$ cat src/hdl/qec_pkg.sv
// Constants and types shared by the quadrature encoder counter files
package qec_pkg;
    // Two independent counter channels
    localparam int NCH = 2;
    localparam int CNT_W = 32;
    localparam int DELTA_W = 16;

    // Clock rate and default step interval
    localparam int CLK_HZ = 20_000_000;
    localparam int STEP_US = 1000;
    localparam logic [31:0] STEP_CYC = 32'(CLK_HZ / 1_000_000 * STEP_US);

    // Register offsets inside one channel window of 32 bytes
    localparam logic [4:0] OFS_CTRL = 5'h00;
    localparam logic [4:0] OFS_MAX = 5'h04;
    localparam logic [4:0] OFS_STEP = 5'h08;
    localparam logic [4:0] OFS_SCALE = 5'h0c;
    localparam logic [4:0] OFS_CNT = 5'h10;
    localparam logic [4:0] OFS_VEL = 5'h14;
    localparam logic [4:0] OFS_STAT = 5'h18;
    // Address bit that selects the channel window
    localparam int CH_BIT = 5;

    // Counted edges
    localparam logic [1:0] MODE_X4 = 2'h0;
    localparam logic [1:0] MODE_X2 = 2'h1;
    localparam logic [1:0] MODE_X1 = 2'h2;

    // Values after reset
    localparam logic [5:0] CTRL_RST = 6'h00;
    localparam logic [31:0] MAX_RST = 32'h0000_0fff;
    localparam logic [31:0] SCALE_RST = 32'h0000_0000;

    // Control register layout, bits 5..0
    typedef struct packed {
        logic idx_en;
        logic diff;
        logic idx_rst;
        logic dir_inv;
        logic [1:0] mode;
    } qec_cfg_t;

    // Encoder pins of one channel, true and complement
    typedef struct packed {
        logic idx_n;
        logic idx;
        logic b_n;
        logic b;
        logic a_n;
        logic a;
    } qec_pins_t;

    // Resolved tracks of one channel
    typedef struct packed {
        logic idx;
        logic b;
        logic a;
    } qec_trk_t;
endpackage

$ cat src/hdl/qec_core.sv
// Edge decoder and wrapping position counter for one encoder channel
`timescale 1ns/1ns
`default_nettype none
module qec_core #(
    parameter int W = qec_pkg::CNT_W
) (
    input wire logic sys_clk_i, // System clock
    input wire logic sys_rst_i, // Synchronous reset, high
    input wire qec_pkg::qec_trk_t trk_i, // Clean tracks
    input wire qec_pkg::qec_cfg_t cfg_i, // Channel settings
    input wire logic [W-1:0] max_i, // Wrap value
    output logic [W-1:0] count_o, // Position count
    output logic dir_o, // Last counted direction
    output logic up_o, // Counted forward edge pulse
    output logic dn_o, // Counted reverse edge pulse
    output logic idx_o // Index rise pulse
);
    import qec_pkg::*;

    qec_trk_t prev_ff;
    logic [W-1:0] count_ff;
    logic dir_ff;
    logic up_ff;
    logic dn_ff;
    logic idx_ff;
    logic a_chg;
    logic b_chg;
    logic fwd;
    logic take;
    logic up;
    logic dn;
    logic idx_rise;

    always_comb begin
        a_chg = trk_i.a ^ prev_ff.a;
        b_chg = trk_i.b ^ prev_ff.b;
        // Quadrature order, optionally swapped by software
        fwd = (prev_ff.b ^ trk_i.a) ^ cfg_i.dir_inv;
        unique case (cfg_i.mode)
            MODE_X2: take = a_chg & ~b_chg;
            MODE_X1: take = a_chg & ~b_chg & trk_i.a;
            default: take = a_chg ^ b_chg;
        endcase
        up = take & fwd;
        dn = take & ~fwd;
        // Index ignored entirely while disabled
        idx_rise = cfg_i.idx_en & trk_i.idx & ~prev_ff.idx;
    end

    always_ff @(posedge sys_clk_i) begin
        if (sys_rst_i) begin
            prev_ff <= '0;
        end else begin
            prev_ff <= trk_i;
        end
    end

    // Index clear has priority over a coincident edge
    always_ff @(posedge sys_clk_i) begin
        if (sys_rst_i) begin
            count_ff <= '0;
        end else if (idx_rise && cfg_i.idx_rst) begin
            count_ff <= '0;
        end else if (up) begin
            // Greater-or-equal keeps the count in range if max shrinks
            count_ff <= (count_ff >= max_i) ? '0 : count_ff + 1'b1;
        end else if (dn) begin
            count_ff <= (count_ff == '0) ? max_i : count_ff - 1'b1;
        end
    end

    always_ff @(posedge sys_clk_i) begin
        if (sys_rst_i) begin
            dir_ff <= 1'b0;
        end else if (up) begin
            dir_ff <= 1'b1;
        end else if (dn) begin
            dir_ff <= 1'b0;
        end
    end

    always_ff @(posedge sys_clk_i) begin
        if (sys_rst_i) begin
            up_ff <= 1'b0;
            dn_ff <= 1'b0;
            idx_ff <= 1'b0;
        end else begin
            up_ff <= up;
            dn_ff <= dn;
            idx_ff <= idx_rise;
        end
    end

    assign count_o = count_ff;
    assign dir_o = dir_ff;
    assign up_o = up_ff;
    assign dn_o = dn_ff;
    assign idx_o = idx_ff;
endmodule
`default_nettype wire

$ cat src/hdl/qec_top.sv
// Two-channel quadrature encoder counter with APB register access
//
// Functional notes
// - Count direction follows quadrature edge order
// - Direction setting picks the incrementing order
// - Forward edge at maximum wraps to zero
// - Reverse edge at zero loads maximum
// - Enabled index rise clears the count when the reset method selects index clear
// - Reset method chooses index clear or wrap
// - Counter mode picks which edges count
// - Count and velocity in rad/s are readable
// - Status holds direction and index-in-last-step
// - Input type picks single-ended or differential
// - Single-ended mode ignores complement inputs
// - Disabled index never clears the count
// - Two independent channels with own settings
`timescale 1ns/1ns
`default_nettype none
module qec_top (
    input wire logic sys_clk_i, // System clock, 20 MHz
    input wire logic sys_rst_i, // Synchronous reset, high
    input wire logic [7:0] paddr_i, // APB byte address
    input wire logic psel_i, // APB select
    input wire logic penable_i, // APB enable
    input wire logic pwrite_i, // APB write
    input wire logic [31:0] pwdata_i, // APB write data
    output logic [31:0] prdata_o, // APB read data
    output logic pready_o, // APB ready
    output logic pslverr_o, // APB error
    input wire qec_pkg::qec_pins_t enc_pins_i [qec_pkg::NCH], // Encoder pins
    output logic [qec_pkg::NCH-1:0] dir_o, // Direction per channel
    output logic [qec_pkg::NCH-1:0] idx_flag_o // Index in last step
);
    import qec_pkg::*;

    logic pready_ff;
    logic pslverr_ff;
    logic [31:0] prdata_ff;
    logic [NCH-1:0] dir_ff;
    logic [NCH-1:0] idx_flag_ff;

    // Register bank, one entry per channel
    qec_cfg_t cfg_ff [NCH];
    logic [CNT_W-1:0] max_ff [NCH];
    logic [31:0] step_ff [NCH];
    logic [31:0] scale_ff [NCH];
    logic [31:0] vel_ff [NCH];
    logic [CNT_W-1:0] count_w [NCH];
    logic [NCH-1:0] dir_w;

    // Bus decode
    logic access;
    logic commit;
    logic ch_sel;
    logic [4:0] reg_ofs;
    logic in_range;
    logic rd_ok;
    logic [31:0] rd_data;

    always_comb begin
        access = psel_i & penable_i & ~pready_ff;
        commit = psel_i & penable_i & pready_ff;
        ch_sel = paddr_i[CH_BIT];
        reg_ofs = paddr_i[4:0];
        in_range = (paddr_i[7:6] == 2'h0);
    end

    // Read mux and address check
    always_comb begin
        rd_data = 32'h0000_0000;
        rd_ok = in_range;
        unique case (reg_ofs)
            OFS_CTRL: rd_data = {26'h0, cfg_ff[ch_sel]};
            OFS_MAX: rd_data = max_ff[ch_sel];
            OFS_STEP: rd_data = step_ff[ch_sel];
            OFS_SCALE: rd_data = scale_ff[ch_sel];
            OFS_CNT: rd_data = count_w[ch_sel];
            OFS_VEL: rd_data = vel_ff[ch_sel];
            OFS_STAT: rd_data = {30'h0, idx_flag_ff[ch_sel], dir_w[ch_sel]};
            default: rd_ok = 1'b0;
        endcase
    end

    // One wait state: ready rises in the second access cycle
    always_ff @(posedge sys_clk_i) begin
        if (sys_rst_i) begin
            pready_ff <= 1'b0;
        end else begin
            pready_ff <= access;
        end
    end

    // Data and error are settled before ready is sampled
    always_ff @(posedge sys_clk_i) begin
        if (sys_rst_i) begin
            prdata_ff <= 32'h0000_0000;
            pslverr_ff <= 1'b0;
        end else if (access) begin
            prdata_ff <= (rd_ok && !pwrite_i) ? rd_data : 32'h0000_0000;
            pslverr_ff <= ~rd_ok;
        end else if (!psel_i) begin
            pslverr_ff <= 1'b0;
        end
    end

    genvar c;
    generate
        for (c = 0; c < NCH; c++) begin : g_ch
            qec_pins_t s1_ff;
            qec_pins_t s2_ff;
            qec_trk_t trk_ff;
            logic [31:0] step_cnt_ff;
            logic [DELTA_W-1:0] delta_ff;
            logic idx_seen_ff;
            logic [DELTA_W-1:0] delta_nx;
            logic signed [DELTA_W+31:0] prod;
            logic tick;
            logic wr;
            logic up;
            logic dn;
            logic idx;

            assign wr = commit & pwrite_i & in_range & (ch_sel == 1'(c));

            // Settings per channel, independent of the other channel
            always_ff @(posedge sys_clk_i) begin
                if (sys_rst_i) begin
                    cfg_ff[c] <= CTRL_RST;
                    max_ff[c] <= MAX_RST;
                    step_ff[c] <= STEP_CYC;
                    scale_ff[c] <= SCALE_RST;
                end else if (wr) begin
                    unique case (reg_ofs)
                        OFS_CTRL: cfg_ff[c] <= pwdata_i[5:0];
                        OFS_MAX: max_ff[c] <= pwdata_i;
                        OFS_STEP: step_ff[c] <= pwdata_i;
                        OFS_SCALE: scale_ff[c] <= pwdata_i;
                        default: ;
                    endcase
                end
            end

            // Pins come from outside the clock domain
            always_ff @(posedge sys_clk_i) begin
                if (sys_rst_i) begin
                    s1_ff <= '0;
                    s2_ff <= '0;
                end else begin
                    s1_ff <= enc_pins_i[c];
                    s2_ff <= s1_ff;
                end
            end

            // Differential pair with equal halves keeps last valid level
            always_ff @(posedge sys_clk_i) begin
                if (sys_rst_i) begin
                    trk_ff <= '0;
                end else if (!cfg_ff[c].diff) begin
                    trk_ff <= {s2_ff.idx, s2_ff.b, s2_ff.a};
                end else begin
                    if (s2_ff.a ^ s2_ff.a_n) begin
                        trk_ff.a <= s2_ff.a;
                    end
                    if (s2_ff.b ^ s2_ff.b_n) begin
                        trk_ff.b <= s2_ff.b;
                    end
                    if (s2_ff.idx ^ s2_ff.idx_n) begin
                        trk_ff.idx <= s2_ff.idx;
                    end
                end
            end

            qec_core #(
                .W(CNT_W)
            ) u_core (
                .sys_clk_i(sys_clk_i),
                .sys_rst_i(sys_rst_i),
                .trk_i(trk_ff),
                .cfg_i(cfg_ff[c]),
                .max_i(max_ff[c]),
                .count_o(count_w[c]),
                .dir_o(dir_w[c]),
                .up_o(up),
                .dn_o(dn),
                .idx_o(idx)
            );

            // Step interval divider; zero or one gives a tick every cycle
            always_comb begin
                tick = ({1'b0, step_cnt_ff} + 33'h1) >= {1'b0, step_ff[c]};
                delta_nx = delta_ff + DELTA_W'(up) - DELTA_W'(dn);
                prod = $signed(delta_nx) * $signed(scale_ff[c]);
            end

            always_ff @(posedge sys_clk_i) begin
                if (sys_rst_i) begin
                    step_cnt_ff <= 32'h0000_0000;
                end else if (tick) begin
                    step_cnt_ff <= 32'h0000_0000;
                end else begin
                    step_cnt_ff <= step_cnt_ff + 32'h1;
                end
            end

            // Edges per step times rad per edge per second, Q16.16
            always_ff @(posedge sys_clk_i) begin
                if (sys_rst_i) begin
                    delta_ff <= '0;
                    vel_ff[c] <= 32'h0000_0000;
                end else if (tick) begin
                    delta_ff <= '0;
                    vel_ff[c] <= prod[31:0];
                end else begin
                    delta_ff <= delta_nx;
                end
            end

            // Index arriving on the tick itself still counts for that step
            always_ff @(posedge sys_clk_i) begin
                if (sys_rst_i) begin
                    idx_seen_ff <= 1'b0;
                    idx_flag_ff[c] <= 1'b0;
                end else if (tick) begin
                    idx_seen_ff <= 1'b0;
                    idx_flag_ff[c] <= idx_seen_ff | idx;
                end else if (idx) begin
                    idx_seen_ff <= 1'b1;
                end
            end

            always_ff @(posedge sys_clk_i) begin
                if (sys_rst_i) begin
                    dir_ff[c] <= 1'b0;
                end else begin
                    dir_ff[c] <= dir_w[c];
                end
            end
        end
    endgenerate

    assign prdata_o = prdata_ff;
    assign pready_o = pready_ff;
    assign pslverr_o = pslverr_ff;
    assign dir_o = dir_ff;
    assign idx_flag_o = idx_flag_ff;
endmodule
`default_nettype wire

$ cat config.mk
export PLATFORM = sky130hd
export DESIGN_NAME = qec_top
export DESIGN_NICKNAME = d
export VERILOG_FILES = /design/src/hdl/qec_pkg.sv /design/src/hdl/qec_core.sv /design/src/hdl/qec_top.sv
export SDC_FILE = /design/constraint.sdc
export NUM_CORES = 2
export LEC_CHECK = 0
export ABC_AREA = 1
export BUFFER_PORTS_ARGS = -buffer_cell sky130_fd_sc_hd__buf_2
export CAP_MARGIN = 20
export CELL_PAD_IN_SITES_DETAIL_PLACEMENT = 1
export CELL_PAD_IN_SITES_GLOBAL_PLACEMENT = 1
export CORE_MARGIN = 2
export CORE_UTILIZATION = 50
export DETAILED_ROUTE_END_ITERATION = 7
export PLACE_DENSITY = 0.84
export SYNTH_ARGS = -nofsm -noshare
export SYNTH_HDL_FRONTEND = slang
export SYNTH_SLANG_ARGS = --single-unit
$ cat constraint.sdc
create_clock -name sys_clk_i -period 21.5 [get_ports sys_clk_i]
set_input_delay 4.3 -clock sys_clk_i [delete_from_list [all_inputs] [get_ports sys_clk_i]]
set_output_delay 4.3 -clock sys_clk_i [all_outputs]
set_load 0.02 [all_outputs]
==> flow_metrics.env <==
export IMPL_status="completed"
export IMPL_setup_viol=0
export IMPL_pin_count=95
export IMPL_synth_flop_cell="edfxtp_1"
export IMPL_fmax_ghz=0.1120
export IMPL_yosys_warnings=0
export IMPL_synth_cell_types=68
export IMPL_die_w_um=333.8
export IMPL_grt_max_degree=98
export IMPL_ys_ff_latch=512
export IMPL_synth_async_reset_ratio_pct=0
export IMPL_hold_viol_final=0
export IMPL_post_cts_setup_buffers=0
export IMPL_maxCapViolCount=0
export IMPL_cts_resized=0
export IMPL_cpMostUsedCell="nand2_1"
export IMPL_final_antenna_net_count=0
export IMPL_path_clk_slew_ns=0.06
export IMPL_crit_slowest_cell="inv_1"
export IMPL_grt_pass1_vias=52870
export IMPL_core_mm2=0.1075
export IMPL_drive_above_1_share_pct=5.151
export IMPL_die_area_mm2=0.1114
export IMPL_clockRootBuffer="clkbuf_16"
export IMPL_drtIter0Drc=5737
export IMPL_grt_ovfl_total=0
export IMPL_clock_latency_ns=0.67
export IMPL_wl_per_cell_um=25.81
export IMPL_initial_core_util_pct=50.59
export IMPL_syn_area_per_cell_um2=7.656
export IMPL_syn_num_nets=8128
export IMPL_start_kind="flip-flop"
export IMPL_track_usage_pct=39.20
export IMPL_std_cell_rows=120
export IMPL_drv_slew=0
export IMPL_fin_crit_sh_pct=41.52
export IMPL_slowest_delay_ns=0.64
export IMPL_cts_buffers=66
export IMPL_clock_skew_ns=0.04336
export IMPL_vias=51090
export IMPL_area_delta_synth_final_pct=7.560
export IMPL_slew_headroom_pct=9.105
export IMPL_routed_wl_um=219700
export IMPL_worst_hold_slack_ns=0.4020
export IMPL_end_kind="flip-flop"
export IMPL_grt_pass1_wl_um=325900
export IMPL_critical_path_arrival_ns=9.31
export IMPL_crit_fanout=21
export IMPL_vias_per_cell=6.002
export IMPL_hold_class="reg -> reg"
export IMPL_holdBufCountCts=0
export IMPL_yosys_area_top_type_share_pct=22.46
export IMPL_synth_area_leaders="fa_1 22%, edfxtp_1 15%, inv_1 11%"
export IMPL_dr_pass1_iters=6
export IMPL_final_cell_mix="1630 x inv_1, 1381 x nand2_1, 796 x nor2_1, 610 x fa_1, 358 x ha_1"
export IMPL_yosys_area_top_type="fa_1"
export IMPL_drc_errors=0
export IMPL_rsz0062_at_grt="false"
export IMPL_synth_cells=7103
export IMPL_worst_ep_required_time_ns=21.88
export IMPL_final_common_cell="inv_1"
export IMPL_finalWorstSetupSlack_ns=12.57
export IMPL_clock_sinks=512
export IMPL_antenna_found_initial=10
export IMPL_dp_hpwl_um=169600
export IMPL_clockBufferDepth=3
export IMPL_period_minus_slack_ns=8.926
export IMPL_cts_tree="done"
export IMPL_numPortBuffers=94
export IMPL_h_tree_depth=3
export IMPL_gp_congestion=0.9876
export IMPL_critPathKind="reg -> reg"
export IMPL_syn_area_mm2=0.05438
export IMPL_synth_edf_count=268
export IMPL_die_y_um=333.8
export IMPL_nets=8076
export IMPL_worstMarginPinSlew_ns=1.363
export IMPL_setup_tns_ns=0
export IMPL_yosysSeqAreaShare_pct=23.78
export IMPL_pre_cts_ws_ns=12.70
==> critical path: cells and delay by family (launching register included) <==
family,cells,cell delay [ns]
adders and majority gates,10,4.24
buffers and inverters,9,1.01
AOI/OAI and AO/OA,6,1.50
and+or+nand+nor,14,1.60
DFF,1,0.31
==> routing by layer <==
metal	up-vias	share of wire [%]	wire length [µm]	GRT usage [%]
li1	21830	-	-	-
met1	25670	39	85210	51.74
met2	2910	41	90990	57.02
met3	666	14	30990	14.25
met4	6	5.7	12430	18.72
met5	-	0.017	38	0
==> registers in the layout, indices dropped and copies added (netlist names) <==
signal and count:
g_ch.idx_seen_ff 2, g_ch.s1_ff 12, pslverr_o 1, g_ch.delta_ff 32
g_ch.trk_ff 6, pready_o 1, prdata_o 32, scale_ff 64
idx_flag_o 2, g_ch.u_core.dn_o 2, g_ch.step_cnt_ff 64, vel_ff 64
g_ch.u_core.idx_o 2, dir_o 2, max_ff 64, g_ch.u_core.count_o 64
g_ch.s2_ff 12, g_ch.u_core.dir_o 2, g_ch.u_core.up_o 2, step_ff 64
cfg_ff 12, g_ch.u_core.prev_ff 6
==> path summary, 6_finish.rpt <==
check	start	endpoint	slack, ns	cells after the start
worst max-delay path	g_ch[1].u_core.up_o	vel_ff[1][31]	12.57	39
worst min-delay path	g_ch[0].s1_ff[2]	g_ch[0].s2_ff[2]	0.40	2
worst max register to register	g_ch[1].u_core.up_o	vel_ff[1][31]	12.57	39
worst min register to register	g_ch[0].s1_ff[2]	g_ch[0].s2_ff[2]	0.40	2
==> logic make-up (layout without fill, tap and decap cells) <==
| kind of cell | after synthesis | count (layout) | share of synthesized area, % |
|---|---|---|---|
| AO/OA/AOI/OAI | 841 | 841 | 9.033 |
| XOR/XNOR | 146 | 146 | 2.351 |
| other | 0 | 4 | 0 |
| multiplexers | 2 | 2 | 0.03681 |
| buffers and inverters | 1933 | 1935 | 13.47 |
| flip-flops | 512 | 512 | 23.78 |
| AND/OR/NAND/NOR | 2701 | 2701 | 20.64 |
| adder cells (fa/ha/maj) | 968 | 968 | 30.69 |
==> cell type report <==
type	instances	area [µm²]
Clock inverter	37	478.0
Inverter	1652	6202
Fill cell	13360	49010
Timing Repair Buffer	161	1047
Antenna cell	4	10.01
Clock buffer	85	1836
Multi-Input combinational cell	4658	34230
Sequential cell	512	12930
Tap cell	1403	1755
==> per-stage QoR <==
stage / utilization (%) / cell area [µm²] / std cells
CTS: 54.29 / 58360 / 8501
finish: 54.41 / 58490 / 8512
detailed placement: 52.13 / 56050 / 8379
floorplan: - / 54380 / 7103
global route: 54.40 / 58480 / 8508
global placement: 52.13 / 56050 / 8379
==> cells in the mapped netlist (all sizes together), types with 6 or more instances <==
cell type	number
inv	1646
nand2	1385
nor2	815
fa	610
ha	358
o21ai	295
a21oi	281
edfxtp	268
clkbuf	244
dfxtp	244
nand3	232
xor2	120
nor3	96
nand4	73
a31oi	67
a221oi	59
buf	37
nor4	34
or2	33
o221ai	30
o211ai	27
xnor2	26
nand3b	16
o22ai	16
a21o	11
o21bai	11
a211oi	9
o2111ai	9
o31ai	8
clkinv	6
Power is not shown: default switching activity piles up to over one toggle a cycle in this logic, so the estimate is an artifact.
